**config.mk**
```make
export PLATFORM = sky130hd
export DESIGN_NAME = pipelined_cluster_bus
export DESIGN_NICKNAME = d
export VERILOG_FILES = /design/src/logic/pcb_pkg.sv /design/src/logic/pipelined_cluster_bus.sv
export SDC_FILE = /design/constraint.sdc
export NUM_CORES = 2
export LEC_CHECK = 0
export BUFFER_PORTS_ARGS = -buffer_cell sky130_fd_sc_hd__buf_4
export CAP_MARGIN = 40
export CORE_MARGIN = 2
export CORE_UTILIZATION = 30
export DETAILED_ROUTE_END_ITERATION = 16
export PLACE_DENSITY_LB_ADDON = 0.25
export SLEW_MARGIN = 20
export SYNTH_ARGS = -nofsm -noshare
export SYNTH_HDL_FRONTEND = slang
export SYNTH_SLANG_ARGS = --single-unit
```
**constraint.sdc**
```tcl
create_clock -name sys_clk -period 13.8 [get_ports sys_clk]
set_input_delay 1.38 -clock sys_clk [delete_from_list [all_inputs] [get_ports sys_clk]]
set_output_delay 1.38 -clock sys_clk [all_outputs]
set_load 0.05 [all_outputs]
```
**src/logic/pcb_pkg.sv**
```systemverilog
// Constants, enumerations and carrier structs of the pipelined bus block.
// Assumes one bus clock shared by every party on the bus.
`default_nettype none
package pcb_pkg;
    // ------------------------------------------------------------
    // Register map and status field positions
    // ------------------------------------------------------------
    localparam logic [3:0] REG_CFG = 4'h0;
    localparam logic [3:0] REG_STAT = 4'h4;
    localparam logic [3:0] REG_IDLE = 4'h8;
    localparam int STAT_BUSY = 0;
    localparam int STAT_ILLEGAL = 1;
    localparam int STAT_STALL = 2;
    localparam int CFG_W = 10;
    // ------------------------------------------------------------
    // Pipeline depths and counts
    // ------------------------------------------------------------
    localparam logic [2:0] WR_DEPTH = 3'h1;
    localparam logic [2:0] MP_DEPTH = 3'h4;
    localparam logic [2:0] GAP_MAX = 3'h7;
    localparam logic [2:0] QUAD_BEATS_32 = 3'h4;
    localparam logic [2:0] QUAD_BEATS_64 = 3'h2;
    localparam logic [31:0] STEP_32 = 32'h0000_0004;
    localparam logic [31:0] STEP_64 = 32'h0000_0008;
    // ------------------------------------------------------------
    // Types
    // ------------------------------------------------------------
    typedef enum logic [1:0] {TGT_BANK0, TGT_BANK1, TGT_HOST, TGT_MPROC} tgt_t;
    typedef enum logic [1:0] {SZ_NORMAL, SZ_LONG, SZ_QUAD} size_t;
    typedef enum logic {PH_FIRST, PH_BURST} phase_t;
    typedef struct packed {
        logic wide;
        logic [2:0] idle;
        logic [2:0][1:0] depth;
    } cfg_t;
    // Bank 1 one cycle, host two cycles, all idle bits set, 32-bit bus
    localparam cfg_t CFG_RST = 10'h1d0;
    typedef struct packed {
        logic [31:0] addr;
        logic [63:0] data;
        tgt_t tgt;
        size_t size;
        logic write;
        logic [1:0] lanes;
    } cmd_t;
    typedef struct packed {
        logic valid;
        logic write;
        logic [63:0] data;
    } slot_t;
    localparam slot_t SLOT_NONE = '0;

    function automatic logic [2:0] beats(input size_t sz, input logic wide);
        logic [2:0] b;
        b = 3'h1;
        if (sz == SZ_LONG && !wide) begin
            b = 3'h2;
        end else if (sz == SZ_QUAD) begin
            b = wide ? QUAD_BEATS_64 : QUAD_BEATS_32;
        end
        return b;
    endfunction : beats
endpackage : pcb_pkg
`default_nettype wire

```
**src/logic/pipelined_cluster_bus.sv**
```systemverilog
// Pipelined cluster bus sequencer: master side issue and spacing, slave side
// burst grouping, and a small register port.
// Assumes all bus pins are synchronous to sys_clk and ack is resolved outside.
//
// Contract
// - Master may issue a new address cycle every bus cycle.
// - Data cycle follows address cycle by one to four cycles.
// - Read strobe for reads; low/high write strobes select valid 32-bit halves.
// - Burst continue active on every beat of a transaction but the last.
// - Writes always use a pipeline depth of one.
// - Reads from a peer processor always use depth four.
// - Read depth of bank 0, bank 1 and host is programmable.
// - Beat count follows size and bus width.
// - Slave groups burst-qualified beats; unqualified quad-only access is illegal.
// - Idle between reads to different slaves when second depth not larger.
// - Idle between reads from same bank when its idle bit is set.
// - Idle between read and write mix when second depth not larger.
// - Idle after a write to peer space before any further write.
// - After peer access, wait until it ends before memory or host access.
// - No idle inside bursts, between writes other than after a peer write, or same-slave reads without idle bit.
// - Smaller first depth lets address cycles go back to back.
// - Larger first depth delays second address by difference, plus idle.
// - First depth larger by one always inserts an idle cycle.
// - Depth codes zero to three mean one to four cycles.
// - Acknowledge low stalls every outstanding transaction.
`timescale 1ns/10ps
`default_nettype none
module pipelined_cluster_bus #(
    parameter logic [31:0] TCB_BASE = 32'h0000_0000,
    parameter logic [31:0] TCB_MASK = 32'hffff_ff00
) (
    input wire logic sys_clk,
    input wire logic resetn,
    input wire logic [3:0] reg_addr,
    input wire logic [31:0] reg_wdata,
    input wire logic reg_wr,
    input wire logic reg_rd,
    output logic [31:0] reg_rdata,
    input wire logic req_valid,
    input wire pcb_pkg::cmd_t req_cmd,
    output logic req_ready,
    output logic rsp_valid,
    output logic [63:0] rsp_data,
    output logic [31:0] bus_addr,
    output logic read_strobe_n,
    output logic write_low_strobe_n,
    output logic write_high_strobe_n,
    output logic burst_continue_n,
    output logic [63:0] bus_data_out,
    output logic bus_data_oe,
    input wire logic [63:0] bus_data_in,
    input wire logic ack,
    input wire logic [31:0] bus_addr_in,
    input wire logic read_strobe_in_n,
    input wire logic write_low_strobe_in_n,
    input wire logic write_high_strobe_in_n,
    input wire logic burst_continue_in_n,
    output logic slv_valid,
    output logic [31:0] slv_addr,
    output logic slv_write,
    output logic [2:0] slv_beats,
    output logic slv_illegal
);
    // ------------------------------------------------------------
    // State
    // ------------------------------------------------------------
    typedef struct packed {
        pcb_pkg::cmd_t [1:0] q;
        logic [1:0] qn;
        pcb_pkg::phase_t phase;
        logic [2:0] left;
        logic [2:0] since;
        logic have_last;
        logic last_write;
        pcb_pkg::tgt_t last_tgt;
        logic [2:0] last_depth;
        pcb_pkg::slot_t [3:0] pipe;
        pcb_pkg::slot_t dc;
        logic [31:0] addr;
        logic rd_n;
        logic wl_n;
        logic wh_n;
        logic bc_n;
        logic [63:0] dout;
        logic doe;
        logic rsp_valid;
        logic [63:0] rsp_data;
        logic req_ready;
        logic s_open;
        logic [31:0] s_addr;
        logic s_write;
        logic [2:0] s_beats;
        logic slv_valid;
        logic [31:0] slv_addr;
        logic slv_write;
        logic [2:0] slv_beats;
        logic slv_illegal;
        pcb_pkg::cfg_t cfg;
        logic illegal_st;
        logic [15:0] idles;
        logic [31:0] rdata;
    } st_t;

    st_t s_r;
    st_t s_nxt;

    // ------------------------------------------------------------
    // Next state
    // ------------------------------------------------------------
    always_comb begin
        pcb_pkg::cmd_t h;
        logic stall;
        logic issue;
        logic idle;
        logic drain;
        logic busy;
        logic pend;
        logic first;
        logic beat;
        logic [2:0] d;
        logic [2:0] bd;
        logic [2:0] gap;
        logic [2:0] nb;
        logic [2:0] left;
        logic [2:0] cnt;
        logic [1:0] sel;
        logic [1:0] qc;
        logic [31:0] a;
        s_nxt = s_r;
        h = s_r.q[0];
        stall = s_r.dc.valid && !ack;
        issue = 1'b0;
        idle = 1'b0;
        drain = 1'b0;
        pend = 1'b0;
        first = (s_r.phase == pcb_pkg::PH_FIRST);
        beat = 1'b0;
        d = pcb_pkg::WR_DEPTH;
        bd = 3'h1;
        gap = 3'h0;
        nb = pcb_pkg::beats(h.size, s_r.cfg.wide);
        left = 3'h0;
        cnt = 3'h0;
        sel = 2'h0;
        qc = s_r.qn;
        a = 32'h0000_0000;
        s_nxt.rsp_valid = 1'b0;
        s_nxt.slv_valid = 1'b0;
        s_nxt.slv_illegal = 1'b0;
        for (int i = 0; i < 4; i++) begin
            pend = pend | s_r.pipe[i].valid;
        end
        busy = s_r.dc.valid | pend;

        // --------------------------------------------------------
        // Depth and spacing of the head request
        // --------------------------------------------------------
        if (h.tgt != pcb_pkg::TGT_MPROC) begin
            sel = h.tgt;
        end
        if (!h.write) begin
            if (h.tgt == pcb_pkg::TGT_MPROC) begin
                d = pcb_pkg::MP_DEPTH;
            end else begin
                d = {1'b0, s_r.cfg.depth[sel]} + 3'h1;
            end
        end
        // Peers are not told apart, so two peer reads always get the idle
        if (!s_r.last_write && !h.write) begin
            if (s_r.last_tgt != h.tgt || h.tgt == pcb_pkg::TGT_MPROC) begin
                idle = (d <= s_r.last_depth);
            end else begin
                idle = s_r.cfg.idle[sel];
            end
        end else if (s_r.last_write != h.write) begin
            idle = (d <= s_r.last_depth);
        end else begin
            idle = (s_r.last_tgt == pcb_pkg::TGT_MPROC);
        end
        if (s_r.last_depth == d + 3'h1) begin
            idle = 1'b1;
        end
        if (s_r.last_depth > d) begin
            gap = s_r.last_depth - d;
        end
        gap = gap + {2'b00, idle};
        drain = (s_r.last_tgt == pcb_pkg::TGT_MPROC) && (h.tgt != pcb_pkg::TGT_MPROC) && pend;

        // --------------------------------------------------------
        // Master issue, frozen while a data cycle waits
        // --------------------------------------------------------
        if (!stall) begin
            s_nxt.dc = s_r.pipe[0];
            for (int i = 0; i < 3; i++) begin
                s_nxt.pipe[i] = s_r.pipe[i + 1];
            end
            s_nxt.pipe[3] = pcb_pkg::SLOT_NONE;
            s_nxt.dout = s_r.pipe[0].data;
            s_nxt.doe = s_r.pipe[0].valid && s_r.pipe[0].write;
            s_nxt.rd_n = 1'b1;
            s_nxt.wl_n = 1'b1;
            s_nxt.wh_n = 1'b1;
            s_nxt.bc_n = 1'b1;
            if (s_r.qn != 2'h0) begin
                if (!first) begin
                    issue = 1'b1;
                end else begin
                    issue = !s_r.have_last || (s_r.since >= gap && !drain);
                end
            end
            if (issue) begin
                left = first ? nb : s_r.left;
                bd = first ? d : s_r.last_depth;
                if (first) begin
                    s_nxt.addr = h.addr;
                    s_nxt.have_last = 1'b1;
                    s_nxt.last_write = h.write;
                    s_nxt.last_tgt = h.tgt;
                    s_nxt.last_depth = d;
                end else begin
                    s_nxt.addr = s_r.addr + (s_r.cfg.wide ? pcb_pkg::STEP_64 : pcb_pkg::STEP_32);
                end
                s_nxt.rd_n = h.write;
                s_nxt.wl_n = !(h.write && h.lanes[0]);
                s_nxt.wh_n = !(h.write && h.lanes[1]);
                s_nxt.bc_n = !(left > 3'h1);
                s_nxt.left = left - 3'h1;
                s_nxt.phase = (left > 3'h1) ? pcb_pkg::PH_BURST : pcb_pkg::PH_FIRST;
                s_nxt.pipe[bd - 3'h1] = '{valid: 1'b1, write: h.write, data: h.data};
                s_nxt.since = 3'h0;
            end else begin
                if (s_r.since != pcb_pkg::GAP_MAX) begin
                    s_nxt.since = s_r.since + 3'h1;
                end
                if (s_r.qn != 2'h0) begin
                    s_nxt.idles = s_r.idles + 16'h0001;
                end
            end
            if (s_r.dc.valid && !s_r.dc.write) begin
                s_nxt.rsp_valid = 1'b1;
                s_nxt.rsp_data = bus_data_in;
            end
        end

        // --------------------------------------------------------
        // Request queue, two deep so one beat per cycle keeps flowing
        // --------------------------------------------------------
        if (issue) begin
            s_nxt.q[0] = s_r.q[1];
            qc = s_r.qn - 2'h1;
        end
        if (req_valid && s_r.req_ready) begin
            s_nxt.q[qc[0]] = req_cmd;
            qc = qc + 2'h1;
        end
        s_nxt.qn = qc;
        s_nxt.req_ready = (qc != 2'h2);

        // --------------------------------------------------------
        // Slave side burst grouping
        // --------------------------------------------------------
        beat = !read_strobe_in_n || !write_low_strobe_in_n || !write_high_strobe_in_n;
        if (beat) begin
            cnt = s_r.s_open ? s_r.s_beats + 3'h1 : 3'h1;
            a = s_r.s_open ? s_r.s_addr : bus_addr_in;
            s_nxt.s_addr = a;
            s_nxt.s_beats = cnt;
            if (!s_r.s_open) begin
                s_nxt.s_write = read_strobe_in_n;
            end
            s_nxt.s_open = !burst_continue_in_n;
            if (burst_continue_in_n) begin
                s_nxt.slv_valid = 1'b1;
                s_nxt.slv_addr = a;
                s_nxt.slv_write = s_r.s_open ? s_r.s_write : read_strobe_in_n;
                s_nxt.slv_beats = cnt;
                // Quad-only window reached by anything but one whole quad
                s_nxt.slv_illegal = ((a & TCB_MASK) == TCB_BASE) &&
                    (cnt != (s_r.cfg.wide ? pcb_pkg::QUAD_BEATS_64 : pcb_pkg::QUAD_BEATS_32));
            end
        end

        // --------------------------------------------------------
        // Register port
        // --------------------------------------------------------
        if (reg_wr) begin
            if (reg_addr == pcb_pkg::REG_CFG) begin
                s_nxt.cfg = reg_wdata[pcb_pkg::CFG_W - 1:0];
            end
            if (reg_addr == pcb_pkg::REG_STAT && reg_wdata[pcb_pkg::STAT_ILLEGAL]) begin
                s_nxt.illegal_st = 1'b0;
            end
            if (reg_addr == pcb_pkg::REG_IDLE) begin
                s_nxt.idles = 16'h0000;
            end
        end
        // Set after clear so a same-cycle event survives
        if (s_nxt.slv_illegal) begin
            s_nxt.illegal_st = 1'b1;
        end
        s_nxt.rdata = 32'h0000_0000;
        if (reg_rd) begin
            unique case (reg_addr)
                pcb_pkg::REG_CFG: s_nxt.rdata = {22'h00_0000, s_r.cfg};
                pcb_pkg::REG_STAT: begin
                    s_nxt.rdata[pcb_pkg::STAT_BUSY] = busy || (s_r.qn != 2'h0);
                    s_nxt.rdata[pcb_pkg::STAT_ILLEGAL] = s_r.illegal_st;
                    s_nxt.rdata[pcb_pkg::STAT_STALL] = stall;
                end
                pcb_pkg::REG_IDLE: s_nxt.rdata = {16'h0000, s_r.idles};
                default: s_nxt.rdata = 32'h0000_0000;
            endcase
        end
    end

    // ------------------------------------------------------------
    // State register
    // ------------------------------------------------------------
    always_ff @(posedge sys_clk or negedge resetn) begin
        if (!resetn) begin
            s_r <= '0;
            s_r.cfg <= pcb_pkg::CFG_RST;
            s_r.rd_n <= 1'b1;
            s_r.wl_n <= 1'b1;
            s_r.wh_n <= 1'b1;
            s_r.bc_n <= 1'b1;
            s_r.req_ready <= 1'b1;
        end else begin
            s_r <= s_nxt;
        end
    end

    // ------------------------------------------------------------
    // Outputs
    // ------------------------------------------------------------
    assign reg_rdata = s_r.rdata;
    assign req_ready = s_r.req_ready;
    assign rsp_valid = s_r.rsp_valid;
    assign rsp_data = s_r.rsp_data;
    assign bus_addr = s_r.addr;
    assign read_strobe_n = s_r.rd_n;
    assign write_low_strobe_n = s_r.wl_n;
    assign write_high_strobe_n = s_r.wh_n;
    assign burst_continue_n = s_r.bc_n;
    assign bus_data_out = s_r.dout;
    assign bus_data_oe = s_r.doe;
    assign slv_valid = s_r.slv_valid;
    assign slv_addr = s_r.slv_addr;
    assign slv_write = s_r.slv_write;
    assign slv_beats = s_r.slv_beats;
    assign slv_illegal = s_r.slv_illegal;
endmodule : pipelined_cluster_bus
`default_nettype wire

```
# Word level (Yosys, flattened, before mapping)
# Cells that the tools add are included.
[totals] rom_bits=0 input_bits=245 ramBits=0 mem_count=0 out_inout_bits=237 latchBits=0 regBits=789 wordCells=203
[classes] reduce_logical=47 muxes=55 div_mod_pow=0 shifts=0 order_cmp=9 bitwise_logic=6 multipliers=0 n_addsub=12 eq_ne=13
[ops] cell="$mux W103" n=3
[ops] cell="$bwmux W264" n=1
[ops] cell="$mux W264" n=1
[ops] cell="$bwmux W206" n=1
[ops] cell="$demux W66 S2" n=1
[ops] cell="$mux W65" n=2
[ops] cell="$demux W103 S1" n=1
[ops] cell="$mux W16" n=5
[ops] cell="$mux W38" n=2
[ops] cell="$mux W66" n=1
[ops] cell="$mux W32" n=2
[ops] cell="$mux W3" n=11
[ops] cell="$add A32 B4 Y32" n=1
[ops] cell="$logic_not A32 Y1" n=1
[ops] cell="$pmux W13 S2" n=1
[ops] cell="$mux W17" n=1
[ops] cell="$add A16 B1 Y16 const B" n=1
[ops] cell="$logic_and A1 B1 Y1" n=15
[ops] cell="$logic_not A1 Y1" n=14
[ops] cell="$mux W1" n=13
[ops] cell="$reduce_and A2 Y1" n=6
[ops] cell="$add A3 B1 Y3 const B" n=3
[ops] cell="$pmux W3 S3" n=1
[ops] cell="$mux W2" n=4
[ops] cell="34 further kinds" n=50

# Longest topological paths before layout
[logic_depth] depth_word=26 mapped_depth=27 mapped_depth_nobuf=23

# Worst setup path after synthesis
# No wires, ideal clock.
[synth_path] path_type="register -> register" startpoint="register s_r[653] (netlist bit)" endpoint="register s_r[781] (netlist bit)" period_less_slack_ns=5.958 setup_slack_ns=7.842 n_path_buf=4 setup_ns=0.125 t_required_ns=13.675 path_stages_with_launch=28 t_arrival_ns=5.833 cell_sequence="dfrtp_1 -> buf_1 -> nor2b_1 -> a211oi_1 -> a21oi_1 -> ha_1 -> inv_1 -> nor3_1 -> inv_1 -> ha_1 -> o21ai_0 -> a21oi_1 -> o211ai_1 -> o211ai_1 -> ha_1 -> ha_1 -> xnor2_1 -> ha_1 -> nand2_1 -> o21ai_1 -> a21oi_2 -> buf_6 -> nor2_1 -> xnor2_1 -> ha_1 -> clkbuf_1 -> clkbuf_1 -> mux2_2"
[synth_via] elab_chain_len=25 elab_cells_between_ends=40 classes_between="4 x add/sub; 5 x order compare; 4 x eq/ne; 20 x mux; 7 x reduce/logical"
[synth_lines] element="start: declaration" line_no="pipelined_cluster_bus.sv:104" source="st_t s_r;"
[synth_lines] element="start signal: assignment" line_no="pipelined_cluster_bus.sv:329" source="s_r <= s_nxt;"
[synth_lines] element="$ne A2 B2 Y1" line_no="pipelined_cluster_bus.sv:158, pipelined_cluster_bus.sv:187"
[synth_lines] element="$mux W2" line_no="pipelined_cluster_bus.sv:158" source="if (h.tgt != pcb_pkg::TGT_MPROC) begin"
[synth_lines] element="$bmux W2 S2" line_no="pipelined_cluster_bus.sv:165" source="d = {1'b0, s_r.cfg.depth[sel]} + 3'h1;"
[synth_lines] element="$mux W2 (not written as such)" line_no="pipelined_cluster_bus.sv:165"
[synth_lines] element="$add A2 B1 Y3" line_no="pipelined_cluster_bus.sv:165"
[synth_lines] element="$mux W3" line_no="pipelined_cluster_bus.sv:162" source="if (h.tgt == pcb_pkg::TGT_MPROC) begin"
[synth_lines] element="$mux W3" line_no="pipelined_cluster_bus.sv:161" source="if (!h.write) begin"
[synth_lines] element="$le A3 B3 Y1" line_no="pipelined_cluster_bus.sv:171, pipelined_cluster_bus.sv:176"
[synth_lines] element="(+8 left out)"
[synth_lines] element="$mux W1 (*)" line_no="pipelined_cluster_bus.sv:204" source="if (s_r.qn != 2'h0) begin"
[synth_lines] element="$mux W1 (*) (2 in series)" line_no="pipelined_cluster_bus.sv:192" source="if (!stall) begin"
[synth_lines] element="$mux W2 (*)" line_no="pipelined_cluster_bus.sv:248" source="if (issue) begin"
[synth_lines] element="$lt A1 B2 Y1 (not written as such) / $ge A1 B1 Y1 (equally long branches)" line_no="pipelined_cluster_bus.sv:253" source="s_nxt.q[qc[0]] = req_cmd;"
[synth_lines] element="$logic_and A1 B1 Y1 (not written as such)" line_no="pipelined_cluster_bus.sv:253"
[synth_lines] element="$mux W103 (not written as such)" line_no="pipelined_cluster_bus.sv:253"
[synth_lines] element="$demux W103 S1 (*)" line_no="pipelined_cluster_bus.sv:253"
[synth_lines] element="$bwmux W206 (*)" line_no="pipelined_cluster_bus.sv:253"
# Mark *: on every way between the ends. The rest lies on a longest branch, timed or not. The select of a mux whose other input is x is not followed.
# A chain may end at the register's enable or synchronous reset.

# Worst setup path after layout
[layout_path] startpoint="register s_r[653] (netlist bit)" endpoint="register s_r[399] (netlist bit)"
[layout_via] elab_chain_len=19 elab_cells_between_ends=41 classes_between="5 x add/sub; 5 x order compare; 4 x eq/ne; 20 x mux; 7 x reduce/logical"
[layout_lines] element="$ne A2 B2 Y1" line_no="pipelined_cluster_bus.sv:158, pipelined_cluster_bus.sv:187"
[layout_lines] element="$mux W2" line_no="pipelined_cluster_bus.sv:158"
[layout_lines] element="$bmux W2 S2" line_no="pipelined_cluster_bus.sv:165"
[layout_lines] element="$mux W2 (not written as such)" line_no="pipelined_cluster_bus.sv:165"
[layout_lines] element="$add A2 B1 Y3" line_no="pipelined_cluster_bus.sv:165"
[layout_lines] element="$mux W3" line_no="pipelined_cluster_bus.sv:162"
[layout_lines] element="$mux W3" line_no="pipelined_cluster_bus.sv:161"
[layout_lines] element="$le A3 B3 Y1" line_no="pipelined_cluster_bus.sv:171, pipelined_cluster_bus.sv:176"
[layout_lines] element="(+3 left out)"
[layout_lines] element="$add A3 B1 Y3" line_no="pipelined_cluster_bus.sv:186" source="gap = gap + {2'b00, idle};"
[layout_lines] element="$ge A3 B3 Y1" line_no="pipelined_cluster_bus.sv:208" source="issue = !s_r.have_last || (s_r.since >= gap && !drain);"
[layout_lines] element="$logic_and A1 B1 Y1" line_no="pipelined_cluster_bus.sv:208"
[layout_lines] element="$logic_or A1 B1 Y1" line_no="pipelined_cluster_bus.sv:208"
[layout_lines] element="$mux W1" line_no="pipelined_cluster_bus.sv:205" source="if (!first) begin"
[layout_lines] element="$mux W1" line_no="pipelined_cluster_bus.sv:204"
[layout_lines] element="$mux W1" line_no="pipelined_cluster_bus.sv:192"
[layout_lines] element="$mux W264 (*)" line_no="pipelined_cluster_bus.sv:211" source="if (issue) begin"
# Marks and branches as above.

==> summary.txt <==
Synth
  – Synth warn: 0
  – Post-synthesis sequential area ratio: 0.517
  – Register bit total from synthesis: 773
  – Mean post-synth cell area: 9.62 um2
  – Synth unique cells: 70
  – Dominant synthesized flop cell: dfrtp_1
  – Synth Instances: 3889
  – Post-synth ARST share: 1.00
  – EDFF count, synth: 0
  – Post-synth design cell area: 0.0374 mm2

Clock tree
  – PostCTS Resize Cnt: 0
  – Worst skew pair latency: 0.72 ns
  – CTS Buf Count: 94
  – Clock Tree Root: clkbuf_16
  – TritonCTS Sinks: 773
  – H-tree Lvls: 3
  – Longest Clk Path Bufs: 3
  – CTS tree: yes
  – Hold buffers post-CTS: 0
  – Clock transition at the registers of the reported paths: 0.06 ns
  – Post-CTS Setup Repair Bufs: 0

Min path
  – Hold Path Depth: 1
  – Hold Path Origin: s_r[648]$_DFF_PN0_
  – Hold crit path type: reg -> reg
  – Worst Hold Path EP: write_high_strobe_n$_DFFE_PN1N_

Setup path
  – Reg2Reg Launch Point: s_r[653]$_DFF_PN0_
  – CP cell instances: mux2i_1 -> and2_1 -> a21oi_1 -> ha_1 -> inv_1 -> nor3_1 -> inv_1 -> ha_1 -> o21ai_0 -> a21oi_1 -> o211ai_1 -> o211ai_1 -> ha_1 -> ha_1 -> xnor2_1 -> ha_1 -> a21oi_1 -> o21ai_1 -> a21oi_4 -> buf_4 -> buf_12 -> or3_4 -> buf_16 -> o211ai_1
  – Crit path required time: 14.35 ns
  – Worst R2R End: s_r[399]$_DFFE_PN0N_
  – Setup crit start kind: flip-flop
  – Reg-to-reg slack, setup: 6.86 ns
  – Top fanout value on the critical path: 181
  – FF-to-FF path depth: 24
  – CP most frequent cell: ha_1
  – CP delay by family, top: buffers and inverters
  – Worst Setup End Kind: flip-flop
  – Kind of critical path: reg -> reg
  – Worst Setup SP: s_r[653]$_DFF_PN0_
  – Crit path DAT: 7.49 ns
  – Biggest cell delay along the critical path: 0.72 ns
  – Critical path buffers and inverters: 5
  – Worst-path cell with the longest stage delay: dfrtp_1

STA
  – Setup TNS: 0 ns
  – Slew margin rel.: 0.368
  – Final hold violations: 0
  – Fin crit period: 6.94 ns
  – Final Max Slew Viols: 0
  – Setup-violating endpoint count in the final report: 0
  – Tcrit/Tclk final: 0.503
  – Peak Freq: 0.144 GHz
  – Worst-Margin Slew: 0.949 ns
  – Setup Skew: 0.0409 ns
  – RSZ-0062 raised after global routing: false

Cells and area
  – Most frequent cells in the layout: 762 x dfrtp_1, 604 x nand2_1, 490 x buf_4
  – Post-Layout Cell Count: 5681
  – Footprint of the multi-input gates: 0.0147 mm2
  – Commonest non-fill, non-tap cell in the layout: dfrtp_1
  – Layout cells sized above 1: 0.219
  – FF/Latch Area: 0.0194 mm2
  – Synthesis-to-finish area growth: 18.8%
  – # nets final: 4234
  – # diodes: 0
  – # fillers: 12598

Floorplan
  – Ports: 482
  – Die X: 357 um
  – Die Y: 357 um
  – Die area: 0.128 mm2
  – Starting Density: 0.303
  – Core ar.: 0.124 mm2
  – Rows: 129

Route
  – Post-route ant nets: 0
  – Routed via count: 29298
  – Via density: 5.16
  – Routed WL: 120 mm
  – DRC viols: 0
  – Drt initial violations: 2381
  – Drt pass-1 iters: 5
  – Routed len/inst: 21.1 um

Place
  – PortBufs: 443
  – Post-DP HPWL: 72.1 mm
  – GP Congestion: 0.807
  – Placed insts: 5503

Global route
  – Initial antenna violation count: 9
  – First-pass GRT wire length: 184 mm
  – Number of global-route vias before repair: 28701
  – Gr usage total: 0.186
  – Largest net degree at the start of global routing: 182
  – Global route overflow: 0

Run status
  – Run status: finished clean

Run
  – Max Cap Viol: 0
-- per-stage QoR --
step,hold slack (ns),instance area [um2],setup WS (ns),util
after floorplan,0.395,37500,7.84,-
after global placement,0.404,40400,6.55,0.327
after detailed placement,0.413,41100,6.80,0.332
after CTS,0.422,44400,6.77,0.359
after global routing,0.444,44400,6.29,0.359
final,0.414,44400,6.86,0.359
-- per-layer routing --
layer	vias to the layer above	track usage	part of all wire	routed length, um
met5	-	0	0.00082	98
met4	14	0.0504	0.021	2540
met3	145	0.0392	0.059	7110
met2	745	0.286	0.45	54100
met1	14713	0.264	0.47	56200
li1	13681	-	-	-
-- synth_stat cells (all sizes together) (9+ instances only) --
library cell / count / area [um2]
dfrtp: 764 / 19100
nand2: 605 / 2270
buf: 296 / 2030
o21ai: 293 / 1470
clkbuf: 266 / 1000
nand3: 260 / 1300
a31oi: 238 / 1490
nor2: 190 / 713
mux2: 159 / 1790
inv: 142 / 533
o31a: 104 / 911
o211ai: 73 / 548
a22o: 67 / 587
o311ai: 66 / 578
mux2i: 46 / 460
a21oi: 44 / 224
nor4: 23 / 169
ha: 21 / 263
nor3: 20 / 105
a221oi: 15 / 131
nor2b: 15 / 93.8
nand4: 14 / 87.6
o31ai: 13 / 97.6
xor2: 13 / 114
and3: 12 / 75.1
and4: 11 / 96.3
xnor2: 11 / 96.3
or2: 10 / 62.6
a22oi: 9 / 67.6
dfstp: 9 / 236
-- how the worst max path moves through the flow --
stage / to / cells after the start
detailed placement: s_r[401]$_DFFE_PN0N_ / 24
global placement: s_r[798]$_DFFE_PN0P_ / 25
CTS: s_r[397]$_DFFE_PN0N_ / 24
global route: s_r[395]$_DFFE_PN0N_ / 24
floorplan: s_r[781]$_DFFE_PN0P_ / 27
finish: s_r[399]$_DFFE_PN0N_ / 24
-- sequential cells by signal, summed over array words and instances (netlist names), 3 cells and up --
register	flops
s_r	552
slv_addr	32
bus_addr	32
bus_data_out	64
slv_beats	3
reg_rdata	16
rsp_data	64
-- logic make-up after synthesis --
group	count (synthesis)	synth area share
XOR/XNOR	24	0.00562
AND/OR/NAND/NOR	1186	0.138
flip-flops	773	0.517
adder cells (fa/ha/maj)	23	0.00809
AO/OA/AOI/OAI	973	0.175
other	1	0.000100
buffers and inverters	704	0.0952
multiplexers	205	0.0602
-- area by class of cell --
| cell class | instances | share of cell area |
|---|---|---|
| Clock inverter | 36 | 0.0115 |
| Tap cell | 1637 | 0.0461 |
| Timing Repair Buffer | 528 | 0.102 |
| Multi-Input combinational cell | 2427 | 0.330 |
| Inverter | 142 | 0.0120 |
| Sequential cell | 773 | 0.436 |
| Clock buffer | 138 | 0.0619 |
Power is left out: the tool's default activity adds up to more than one toggle a clock period on the data nets, which glitch-free logic cannot reach.
